<file path="config.mk">
export PLATFORM = sky130hd
export DESIGN_NAME = axis_start_sync
export DESIGN_NICKNAME = d
export VERILOG_FILES = /design/src/axis_sync_pkg.sv /design/src/axil_slave.sv /design/src/scurve_range_calc.sv /design/src/axis_start_sync.sv
export VERILOG_INCLUDE_DIRS = /design/src
export SDC_FILE = /design/constraint.sdc
export NUM_CORES = 1
export LEC_CHECK = 0
export BUFFER_PORTS_ARGS = -buffer_cell sky130_fd_sc_hd__buf_2
export CAP_MARGIN = 20
export CORE_ASPECT_RATIO = 1.1
export CORE_UTILIZATION = 30
export CTS_CLUSTER_DIAMETER = 100
export CTS_CLUSTER_SIZE = 40
export DETAILED_ROUTE_END_ITERATION = 10
export HOLD_SLACK_MARGIN = 0.1
export PLACE_DENSITY = 0.46
export SLEW_MARGIN = 20
export SYNTH_ARGS = -nofsm -noshare
export SYNTH_HDL_FRONTEND = slang
export SYNTH_SLANG_ARGS = --single-unit
</file>
<file path="constraint.sdc">
create_clock -name clk -period 3.1 [get_ports clk]
set_input_delay 0 -clock clk [delete_from_list [all_inputs] [get_ports clk]]
set_output_delay 0 -clock clk [all_outputs]
set_load 0.03 [all_outputs]
</file>
<file path="src/axis_sync_regs.svh">
/*
  Offsets, field positions, command codes, reset values and widths for the
  axis start-sync and interpolation preset block.
  Assumes byte addressing on a 32-bit AXI4-Lite bus, one aligned word per register.
*/
`ifndef AXIS_SYNC_REGS_SVH
`define AXIS_SYNC_REGS_SVH

// register byte offsets
`define OFS_MODE          8'h00
`define OFS_INTERP        8'h04
`define OFS_SCURVE        8'h08
`define OFS_HIGH_SPEED    8'h0c
`define OFS_LOW_SPEED     8'h10
`define OFS_COMMAND       8'h14
`define OFS_CONTROL       8'h18
`define OFS_STATUS        8'h1c
`define OFS_INTERP_WORK   8'h20
`define OFS_SCURVE_WORK   8'h24
`define OFS_MODE_WORK     8'h28

// operation mode preset fields
`define MODE_OPCODE_LSB   0
`define MODE_OPCODE_W     7
`define MODE_SCURVE_BIT   10
`define MODE_CPS_BIT      15
`define MODE_SYNC_LSB     18
`define MODE_MASK_LSB     20
`define MODE_CSTOP_IN_BIT 24
`define MODE_ESTOP_OUT_BIT 25
`define MODE_TSC_OFF_BIT  26
`define MODE_ARC_END_BIT  27
`define MODE_RDCNT_BIT    29

// start sync codes
`define SYNC_NOW          2'h0
`define SYNC_LINE         2'h1
`define SYNC_INTERNAL     2'h2
`define SYNC_AXES_STOP    2'h3

// operation codes
`define OP_LIN2_CONT      7'h62
`define OP_LIN2           7'h63
`define OP_ARC_CW         7'h64
`define OP_ARC_CCW        7'h65
`define OP_INTERP_GROUP   3'h6

// command codes
`define CMD_START         8'h50
`define CMD_RELEASE_A     8'h06
`define CMD_RELEASE_B     8'h2a

// widths and reset values
`define INTERP_W          28
`define SCURVE_W          15
`define SPEED_W           16
`define RESET_WORD        32'h0000_0000
`define RESP_OKAY         2'h0
`define RESP_SLVERR       2'h2

`endif

</file>
<file path="src/axis_sync_pkg.sv">
/*
  Types shared by the axis start-sync block.
  Assumes nothing beyond the register header.
*/
package axis_sync_pkg;

  typedef enum logic [1:0] {
    st_idle,
    st_pending,
    st_running
  } axis_state_e;

  typedef logic [31:0] word_t;

endpackage

</file>
<file path="src/axil_slave.sv">
/*
  Minimal AXI4-Lite slave front end: one write and one read at a time,
  address and data taken in either order, read data registered.
  Assumes the parent decodes addresses combinationally via wr_ok and rd_ok.
*/
`timescale 1ns/1ps
`include "axis_sync_regs.svh"

module axil_slave
  import axis_sync_pkg::*;
#(
  parameter int AW = 8
) (
  // clock and reset
  input  wire logic          clk,
  input  wire logic          rstn,
  // axi write channels
  input  wire logic [AW-1:0] s_awaddr,
  input  wire logic          s_awvalid,
  output logic               s_awready,
  input  wire logic [31:0]   s_wdata,
  input  wire logic [3:0]    s_wstrb,
  input  wire logic          s_wvalid,
  output logic               s_wready,
  output logic [1:0]         s_bresp,
  output logic               s_bvalid,
  input  wire logic          s_bready,
  // axi read channels
  input  wire logic [AW-1:0] s_araddr,
  input  wire logic          s_arvalid,
  output logic               s_arready,
  output logic [31:0]        s_rdata,
  output logic [1:0]         s_rresp,
  output logic               s_rvalid,
  input  wire logic          s_rready,
  // register side
  output logic               wr_en,
  output logic [AW-1:0]      wr_addr,
  output logic [31:0]        wr_data,
  output logic [3:0]         wr_strb,
  input  wire logic          wr_ok,
  output logic [AW-1:0]      rd_addr,
  input  wire logic [31:0]   rd_data,
  input  wire logic          rd_ok
);

  logic aw_held;
  logic w_held;

  assign s_awready = !aw_held;
  assign s_wready  = !w_held;
  assign s_arready = !s_rvalid;
  assign wr_en     = aw_held && w_held && !s_bvalid;
  assign rd_addr   = s_araddr;

  always_ff @(posedge clk) begin
    if (!rstn) begin
      aw_held  <= 1'b0;
      w_held   <= 1'b0;
      wr_addr  <= '0;
      wr_data  <= `RESET_WORD;
      wr_strb  <= 4'h0;
      s_bvalid <= 1'b0;
      s_bresp  <= `RESP_OKAY;
    end else begin
      if (s_awvalid && s_awready) begin
        aw_held <= 1'b1;
        wr_addr <= s_awaddr;
      end
      if (s_wvalid && s_wready) begin
        w_held  <= 1'b1;
        wr_data <= s_wdata;
        wr_strb <= s_wstrb;
      end
      if (wr_en) begin
        aw_held  <= 1'b0;
        w_held   <= 1'b0;
        s_bvalid <= 1'b1;
        s_bresp  <= wr_ok ? `RESP_OKAY : `RESP_SLVERR;
      end else if (s_bvalid && s_bready) begin
        s_bvalid <= 1'b0;
      end
    end
  end

  always_ff @(posedge clk) begin
    if (!rstn) begin
      s_rvalid <= 1'b0;
      s_rdata  <= `RESET_WORD;
      s_rresp  <= `RESP_OKAY;
    end else if (s_arvalid && s_arready) begin
      s_rvalid <= 1'b1;
      s_rdata  <= rd_ok ? rd_data : `RESET_WORD;
      s_rresp  <= rd_ok ? `RESP_OKAY : `RESP_SLVERR;
    end else if (s_rvalid && s_rready) begin
      s_rvalid <= 1'b0;
    end
  end

endmodule

</file>
<file path="src/scurve_range_calc.sv">
/*
  Effective S-curve acceleration range: the preset when non-zero, otherwise
  half the spread between the high and low speed presets. Result registered.
  Assumes speed presets are unsigned; a low speed above the high speed yields zero.
*/
`timescale 1ns/1ps
`include "axis_sync_regs.svh"

module scurve_range_calc #(
  parameter int RW = `SCURVE_W,
  parameter int SW = `SPEED_W
) (
  // clock and reset
  input  wire logic          clk,
  input  wire logic          rstn,
  // presets
  input  wire logic [RW-1:0] range_preset,
  input  wire logic [SW-1:0] high_speed,
  input  wire logic [SW-1:0] low_speed,
  // effective range
  output logic [RW-1:0]      range_eff
);

  logic [SW-1:0] spread;
  logic [RW-1:0] half_spread;
  logic [RW-1:0] next_range_eff;

  assign spread         = (high_speed > low_speed) ? SW'(high_speed - low_speed) : '0;
  assign half_spread    = RW'(spread >> 1);
  assign next_range_eff = (range_preset == '0) ? half_spread : range_preset;

  always_ff @(posedge clk) begin
    if (!rstn) begin
      range_eff <= '0;
    end else begin
      range_eff <= next_range_eff;
    end
  end

endmodule

</file>
<file path="src/axis_start_sync.sv">
/*
  Per-axis start synchronisation, coordinated stop and interpolation presets,
  with staged presets copied to working registers at the actual start.
  Assumes the motion core reports error stops and completion as one-cycle pulses,
  and that the coordinated lines are resolved as wired-AND outside.
*/
`timescale 1ns/1ps
`include "axis_sync_regs.svh"

// How it works
// - start code picks immediate, internal sync, axes-stop
// - code 01 waits line low or release
// - mask selects watched axes, all must stop
// - stop line halts axis when enabled
// - error stop drives shared stop line low
// - bit 26 zero enables top-speed correction
// - bit 27 draws arc to end point
// - bit 29 forces count method, else rule
// - interp parameter used only for 62h-65h
// - linear interpolation 2: master feed amount
// - circular: incremental arc centre
// - signed 28-bit parameter in low bits
// - S-curve range 1..32767 applied directly
// - zero range uses half speed spread
// - presets staged, working copies loaded at start
// - sign bits ignore writes, read field msb
// - scurve bits 15-31 ignore writes, read zero
module axis_start_sync
  import axis_sync_pkg::*;
#(
  parameter int AW     = 8,
  parameter int AXES   = 4
) (
  // clock and reset
  input  wire logic            clk,
  input  wire logic            rstn,
  // axi4-lite register bus
  input  wire logic [AW-1:0]   s_awaddr,
  input  wire logic            s_awvalid,
  output logic                 s_awready,
  input  wire logic [31:0]     s_wdata,
  input  wire logic [3:0]      s_wstrb,
  input  wire logic            s_wvalid,
  output logic                 s_wready,
  output logic [1:0]           s_bresp,
  output logic                 s_bvalid,
  input  wire logic            s_bready,
  input  wire logic [AW-1:0]   s_araddr,
  input  wire logic            s_arvalid,
  output logic                 s_arready,
  output logic [31:0]          s_rdata,
  output logic [1:0]           s_rresp,
  output logic                 s_rvalid,
  input  wire logic            s_rready,
  // coordination with other axes
  input  wire logic            coordinated_start_line_n,
  input  wire logic            coordinated_stop_line_n_in,
  output logic                 coordinated_stop_line_n_out,
  output logic                 coordinated_stop_line_n_oe,
  input  wire logic            internal_sync_start,
  input  wire logic [AXES-1:0] axis_stopped,
  // motion core
  input  wire logic            error_stop_event,
  input  wire logic            motion_done,
  output logic                 start_pulse,
  output logic                 axis_busy,
  output logic                 decel_stop_req,
  output logic                 immediate_stop_req,
  output logic                 top_speed_correction_en,
  output logic                 arc_endpoint_draw_en,
  output logic                 rampdown_count_method,
  output logic                 interp_is_feed,
  output logic                 interp_is_center,
  output logic [31:0]          interp_param_working,
  output logic [`SCURVE_W-1:0] scurve_accel_range_working,
  output logic [31:0]          mode_working
);

  function automatic word_t merge(input word_t old, input word_t nw, input logic [3:0] strb);
    word_t r;
    r = old;
    for (int i = 0; i < 4; i++) begin
      if (strb[i]) begin
        r[i*8 +: 8] = nw[i*8 +: 8];
      end
    end
    return r;
  endfunction

  function automatic word_t sext_interp(input logic [`INTERP_W-1:0] v);
    return {{(32-`INTERP_W){v[`INTERP_W-1]}}, v};
  endfunction

  // bus front end
  logic            wr_en;
  logic [AW-1:0]   wr_addr;
  logic [31:0]     wr_data;
  logic [3:0]      wr_strb;
  logic            wr_ok;
  logic [AW-1:0]   rd_addr;
  logic [31:0]     rd_data;
  logic            rd_ok;

  axil_slave #(.AW(AW)) u_bus (
    .clk       (clk),
    .rstn      (rstn),
    .s_awaddr  (s_awaddr),
    .s_awvalid (s_awvalid),
    .s_awready (s_awready),
    .s_wdata   (s_wdata),
    .s_wstrb   (s_wstrb),
    .s_wvalid  (s_wvalid),
    .s_wready  (s_wready),
    .s_bresp   (s_bresp),
    .s_bvalid  (s_bvalid),
    .s_bready  (s_bready),
    .s_araddr  (s_araddr),
    .s_arvalid (s_arvalid),
    .s_arready (s_arready),
    .s_rdata   (s_rdata),
    .s_rresp   (s_rresp),
    .s_rvalid  (s_rvalid),
    .s_rready  (s_rready),
    .wr_en     (wr_en),
    .wr_addr   (wr_addr),
    .wr_data   (wr_data),
    .wr_strb   (wr_strb),
    .wr_ok     (wr_ok),
    .rd_addr   (rd_addr),
    .rd_data   (rd_data),
    .rd_ok     (rd_ok)
  );

  // staged presets and control
  word_t                   operation_mode_preset;
  logic [`INTERP_W-1:0]    interp_center_or_feed_preset;
  logic [`SCURVE_W-1:0]    scurve_accel_range_preset;
  logic [`SPEED_W-1:0]     high_speed_preset;
  logic [`SPEED_W-1:0]     low_speed_preset;
  logic                    stop_immediate;
  axis_state_e             state;
  axis_state_e             next_state;
  logic                    error_stop_active;
  logic                    last_stop_coord;
  logic                    cond_met;

  // write decode
  wire w_mode    = wr_en && (wr_addr == `OFS_MODE);
  wire w_interp  = wr_en && (wr_addr == `OFS_INTERP);
  wire w_scurve  = wr_en && (wr_addr == `OFS_SCURVE);
  wire w_high    = wr_en && (wr_addr == `OFS_HIGH_SPEED);
  wire w_low     = wr_en && (wr_addr == `OFS_LOW_SPEED);
  wire w_command = wr_en && (wr_addr == `OFS_COMMAND) && wr_strb[0];
  wire w_control = wr_en && (wr_addr == `OFS_CONTROL);

  assign wr_ok = (wr_addr == `OFS_MODE) || (wr_addr == `OFS_INTERP) || (wr_addr == `OFS_SCURVE) ||
                 (wr_addr == `OFS_HIGH_SPEED) || (wr_addr == `OFS_LOW_SPEED) ||
                 (wr_addr == `OFS_COMMAND) || (wr_addr == `OFS_CONTROL);

  wire cmd_start   = w_command && (wr_data[7:0] == `CMD_START);
  wire cmd_release = w_command && ((wr_data[7:0] == `CMD_RELEASE_A) || (wr_data[7:0] == `CMD_RELEASE_B));

  word_t merged;
  assign merged = merge(`RESET_WORD, wr_data, wr_strb);

  // sign-extension bits and unused upper bits are simply not stored
  word_t interp_merge;
  word_t scurve_merge;
  assign interp_merge = merge(sext_interp(interp_center_or_feed_preset), wr_data, wr_strb);
  assign scurve_merge = merge({{(32-`SCURVE_W){1'b0}}, scurve_accel_range_preset}, wr_data, wr_strb);

  always_ff @(posedge clk) begin
    if (!rstn) begin
      operation_mode_preset        <= `RESET_WORD;
      interp_center_or_feed_preset <= '0;
      scurve_accel_range_preset    <= '0;
      high_speed_preset            <= '0;
      low_speed_preset             <= '0;
      stop_immediate               <= 1'b0;
    end else begin
      if (w_mode) operation_mode_preset <= merge(operation_mode_preset, wr_data, wr_strb);
      if (w_interp) interp_center_or_feed_preset <= interp_merge[`INTERP_W-1:0];
      if (w_scurve) scurve_accel_range_preset <= scurve_merge[`SCURVE_W-1:0];
      if (w_high) high_speed_preset <= 16'(merge({16'h0000, high_speed_preset}, wr_data, wr_strb));
      if (w_low) low_speed_preset <= merged[`SPEED_W-1:0] | (low_speed_preset & ~{{8{wr_strb[1]}}, {8{wr_strb[0]}}});
      if (w_control && wr_strb[0]) stop_immediate <= wr_data[0];
    end
  end

  // start condition, registered so the launch falls in the cycle after it holds
  wire [1:0]      sync_sel  = operation_mode_preset[`MODE_SYNC_LSB +: 2];
  wire [AXES-1:0] watch     = operation_mode_preset[`MODE_MASK_LSB +: AXES];
  wire            axes_done = ((axis_stopped & watch) == watch);
  wire            cond_now  = (sync_sel == `SYNC_NOW) ||
                              ((sync_sel == `SYNC_LINE) && (!coordinated_start_line_n || cmd_release)) ||
                              ((sync_sel == `SYNC_INTERNAL) && internal_sync_start) ||
                              ((sync_sel == `SYNC_AXES_STOP) && axes_done);

  always_ff @(posedge clk) begin
    if (!rstn) begin
      cond_met <= 1'b0;
    end else begin
      cond_met <= cond_now;
    end
  end

  // effective scurve range
  logic [`SCURVE_W-1:0] scurve_eff;

  scurve_range_calc #(.RW(`SCURVE_W), .SW(`SPEED_W)) u_scurve (
    .clk          (clk),
    .rstn         (rstn),
    .range_preset (scurve_accel_range_preset),
    .high_speed   (high_speed_preset),
    .low_speed    (low_speed_preset),
    .range_eff    (scurve_eff)
  );

  // axis sequencing
  wire launch     = (state == st_pending) && cond_met && !cmd_start;
  wire coord_stop = (state == st_running) && mode_working[`MODE_CSTOP_IN_BIT] &&
                    !coordinated_stop_line_n_in;
  wire err_stop   = (state == st_running) && error_stop_event;

  always_comb begin
    next_state = state;
    case (state)
      st_idle: begin
        if (cmd_start) next_state = st_pending;
      end
      st_pending: begin
        if (launch) next_state = st_running;
      end
      st_running: begin
        if (coord_stop || err_stop || motion_done) next_state = st_idle;
      end
      default: next_state = st_idle;
    endcase
  end

  always_ff @(posedge clk) begin
    if (!rstn) begin
      state                      <= st_idle;
      mode_working               <= `RESET_WORD;
      interp_param_working       <= `RESET_WORD;
      scurve_accel_range_working <= '0;
      decel_stop_req             <= 1'b0;
      immediate_stop_req         <= 1'b0;
      error_stop_active          <= 1'b0;
      last_stop_coord            <= 1'b0;
    end else begin
      state              <= next_state;
      decel_stop_req     <= coord_stop && !stop_immediate;
      immediate_stop_req <= coord_stop && stop_immediate;
      if (launch) begin
        mode_working               <= operation_mode_preset;
        interp_param_working       <= sext_interp(interp_center_or_feed_preset);
        scurve_accel_range_working <= scurve_eff;
      end
      if (err_stop && mode_working[`MODE_ESTOP_OUT_BIT]) begin
        error_stop_active <= 1'b1;
      end else if (cmd_start) begin
        error_stop_active <= 1'b0;
      end
      if (coord_stop) begin
        last_stop_coord <= 1'b1;
      end else if (cmd_start) begin
        last_stop_coord <= 1'b0;
      end
    end
  end

  assign start_pulse = launch;
  assign axis_busy   = (state != st_idle);

  // open-drain shared stop line, pulled low only on an error stop
  assign coordinated_stop_line_n_out = 1'b0;
  assign coordinated_stop_line_n_oe  = error_stop_active;

  // mode decode from the working copy
  wire [6:0] op_code   = mode_working[`MODE_OPCODE_LSB +: `MODE_OPCODE_W];
  wire       op_interp = (op_code[6:4] == `OP_INTERP_GROUP);

  assign top_speed_correction_en = !mode_working[`MODE_TSC_OFF_BIT];
  assign interp_is_feed          = (op_code == `OP_LIN2_CONT) || (op_code == `OP_LIN2);
  assign interp_is_center        = (op_code == `OP_ARC_CW) || (op_code == `OP_ARC_CCW);
  assign arc_endpoint_draw_en    = interp_is_center && mode_working[`MODE_ARC_END_BIT];
  assign rampdown_count_method   = mode_working[`MODE_RDCNT_BIT] ||
                                   (op_interp && mode_working[`MODE_CPS_BIT]);

  // read decode
  wire [31:0] status_word = {27'h0, last_stop_coord, !coordinated_stop_line_n_in, error_stop_active,
                             state == st_running, state == st_pending};

  assign rd_ok = (rd_addr == `OFS_MODE) || (rd_addr == `OFS_INTERP) || (rd_addr == `OFS_SCURVE) ||
                 (rd_addr == `OFS_HIGH_SPEED) || (rd_addr == `OFS_LOW_SPEED) ||
                 (rd_addr == `OFS_COMMAND) || (rd_addr == `OFS_CONTROL) || (rd_addr == `OFS_STATUS) ||
                 (rd_addr == `OFS_INTERP_WORK) || (rd_addr == `OFS_SCURVE_WORK) ||
                 (rd_addr == `OFS_MODE_WORK);

  assign rd_data = (rd_addr == `OFS_MODE)        ? operation_mode_preset :
                   (rd_addr == `OFS_INTERP)      ? sext_interp(interp_center_or_feed_preset) :
                   (rd_addr == `OFS_SCURVE)      ? {17'h0, scurve_accel_range_preset} :
                   (rd_addr == `OFS_HIGH_SPEED)  ? {16'h0, high_speed_preset} :
                   (rd_addr == `OFS_LOW_SPEED)   ? {16'h0, low_speed_preset} :
                   (rd_addr == `OFS_CONTROL)     ? {31'h0, stop_immediate} :
                   (rd_addr == `OFS_STATUS)      ? status_word :
                   (rd_addr == `OFS_INTERP_WORK) ? interp_param_working :
                   (rd_addr == `OFS_SCURVE_WORK) ? {17'h0, scurve_accel_range_working} :
                   (rd_addr == `OFS_MODE_WORK)   ? mode_working :
                   `RESET_WORD;

endmodule

</file>
==> flow_summary.toml <==
[yosys]
yosys.area_share.xor_xnor_pct = 0.415
netlist.top_cell.by_area = "dfxtp_1"
synth_top_area_share_pct = 45.4
syn_inst = 1544
yosysWarnings = 0
synthAdderAreaFrac_pct = 1.74
yosys.area_share.simple_pct = 21.0
ys_ff_latch = 287
synth.area.top_cells = "dfxtp_1, nand2_1, mux2i_1"
synth_top_family_by_area = "simple AND/OR/NAND/NOR gates"
ys_seq_area_share_pct = 45.4
synth_area_um2 = 12700
synthFlopType = "dfxtp_1"
synthMuxAreaShare_pct = 9.77
synthDistinctLibCells = 67
synth_compound_gate_area_share_pct = 16.8
synth_edf_count = 0
postSynthAreaPerCell_um2 = 8.20
async_reset_ff_share_pct = 0

[clock_network]
clockRootBuffer = "clkbuf_16"
cts_max_level = 1
post_cts_resized = 0
clock-sinks = 287
cts_tree = "done"
clock_latency_ns = 0.54
numCtsBuffers = 14
clk_path_buf_depth = 3
clkTransAtPathRegs_ns = 0.12

[global_route]
grt_pass1_wl_um = 70000
antenna_found_initial = 1
grt_start_max_net_pins = 97
gr-total-overflow = 0
track_usage_pct = 21.3
first_global_vias = 11228

[cells_and_area]
layout.area.seq_um2 = 5750
stdcell_count = 2344
final_nets = 1860
stdcell_area_um2 = 15600
drive_above_1_share_pct = 15.4
fillers = 4410
multi_input_area_um2 = 6320
syn2layout_area_growth_pct = 23.4

[min_path]
hold_depth = 5
hold_path.class = "in -> reg"

[pwr]
p_sw_uw = 1770
combPwrFrac_pct = 7.0
p_seq_share_pct = 56.6
peakVddDrop_uv = 367
internal-power_uw = 4920
p_sw_share_pct = 26.4
clkPwrFrac_pct = 36.4
power.density_nw_per_um2 = 428
p_leak_uw = 0.00660

[sta]
post-route-period-util_pct = 89.7
fin_crit_ns = 2.78
fmax_ghz = 0.360
hold_viol_final = 0
rsz0062_at_grt = "false"
worst_pin_slew_ns = 0.893
tns_ns = 0
finalSetupViolations = 0
slew_viol_final = 0
maxSlewHeadroom_pct = 40.3
finClkSkew_ns = 0.0322

[placed_design]
dpl_cell_area_um2 = 14200
place_hpwl_um = 33000
placed_cells = 2228
numPortBuffers = 195
place.gp.congestion = 0.876

[route]
drtIter0Drc = 724
via_per_inst = 5.07
wl_um = 46600
dr.pass1.iters = 5
drc = 0
vias = 11879
ant_nets = 0
wl_per_cell_um = 19.9

[critical_path]
crit_path_end_kind = "output pin"
crit_path_start_kind = "register"
worst-endpoint-required_ns = 3.10
crit_arrival_ns = 2.78
rr_worst_depth = 9
worstPathMaxFanout = 49
path_class = "reg -> out"

[floorplan]
coreArea_um2 = 41400
pin_count = 199
dieArea_um2 = 43000
core.rowCount = 78
die_h_um = 217
die_w_um = 198
initial_utilization_pct = 30.6

[outcome]
status = "finished, final reports clean"

[flow_run]
drv_cap = 0
layer usage:
layer / track usage, % / share of wire (%)
met5: 0 / 0
met4: 6.20 / 2.9
met3: 2.15 / 4.8
met2: 35.5 / 47
met1: 28.9 / 45
cell usage in the layout, fill, tap and decap left out, types with 10 or more instances in the layout:
cell           netlist  final
nor2_1             142    142
nor2b_1             13     12
a221oi_1            13     13
mux2i_1            118    118
nor3_1              13     13
a21o_1              12     12
dfxtp_1            287    287
buf_2               19    195
o2111ai_1           12     12
nand2_1            369    369
o21ai_0             44     44
a222oi_1            13     13
ha_1                16     16
a21oi_1            165    164
a2bb2oi_1           11     11
buf_4                9     33
clkbuf_16            0     15
dlygate4sd3_1        0     91
inv_1               40     39
nand2b_1            10     10
nand3_1             16     15
metrics by stage:
stage	util [%]	hold slack [ns]	setup slack [ns]	total power, µW
CTS	37.7	0.134	0.301	6780
finish	37.7	0.160	0.319	6690
floorplan	-	0.136	0.883	4080
global route	37.7	0.198	0.0536	6940
global placement	34.3	0.238	0.603	4250
detailed placement	34.3	0.243	0.531	4250
sequential cells by signal (all words and copies together) (netlist names), 2 cells and up, named ones only:
name                          cells
u_bus.wr_data                    32
interp_param_working             28
u_scurve.range_eff               15
high_speed_preset                16
u_bus.wr_addr                     8
interp_center_or_feed_preset     28
state                             2
operation_mode_preset            32
scurve_accel_range_preset        15
u_bus.wr_strb                     4
mode_working                     32
scurve_accel_range_working       15
u_bus.s_rdata                    32
cells by family after synthesis:
family | after synthesis
AOI/OAI and AO/OA | 340
xor gates and xnor gates | 6
adders and majority gates | 17
buffers and inverters | 149
DFF | 287
muxes | 123
other | 1
and+or+nand+nor | 621
layout make-up:
class,count,area share (%)
timing repair buffer,321,13.9
clock buffer,16,2.49
inverter,41,1.03
sequential,287,36.8
multi-input combinational,1110,40.5
antenna,1,0.0160
clock inverter,8,0.785
tap,560,4.49
Yosys cell counts (4+ instances only):
library cell / n
a32oi_1: 5
nand4_1: 8
and3_1: 6
dfxtp_1: 287
ha_1: 16
nand2b_1: 10
o2111ai_1: 12
o21a_1: 5
a2bb2oi_1: 11
nor3_1: 13
buf_4: 9
nand3_1: 16
nor2_1: 142
o21ai_0: 44
nand2_1: 369
nand3b_1: 4
a21oi_1: 165
mux2i_1: 118
a21o_1: 12
nor4_1: 6
nor3b_1: 8
a222oi_1: 13
a22oi_1: 8
o21ai_1: 4
o211ai_1: 5
buf_1: 9
mux2_2: 5
o22ai_1: 4
and2_1: 6
a211oi_1: 4
buf_2: 19
a221oi_1: 13
or3_1: 5
clkbuf_1: 69
inv_1: 40
a31oi_1: 8
nor2b_1: 13
worst max-delay path: stages (launching register included):
cell	delay, ns
dfxtp_1	0.39
nor3b_1	0.53
and3_1	0.27
nand4_1	0.23
nand3_4	0.32
inv_2	0.09
buf_12	0.18
buf_2	0.22
what timing repair did:
action	CTS	global route
endpoints found under the hold margin	80	0
buffers inserted	0	0
hold buffers	91	0
final timing paths:
check	slack, ns	end	from
worst max-delay path	0.32	start_pulse	u_bus.wr_addr[2]
worst min-delay path	0.16	u_bus.s_rdata[3]	s_araddr[7]
worst max register to register	0.46	u_scurve.range_eff[13]	high_speed_preset[0]
worst min register to register	0.45	scurve_accel_range_working[3]	u_scurve.range_eff[3]
power by group through the flow:
stage,combinational [µW],sequential [µW],clock [µW]
after floorplan,232,3840,0
after global placement,378,3870,0
after global routing,509,3790,2630
after CTS,472,3790,2520
final,470,3790,2430
after detailed placement,379,3870,0
Note: power is estimated with default switching activity, not from simulation.
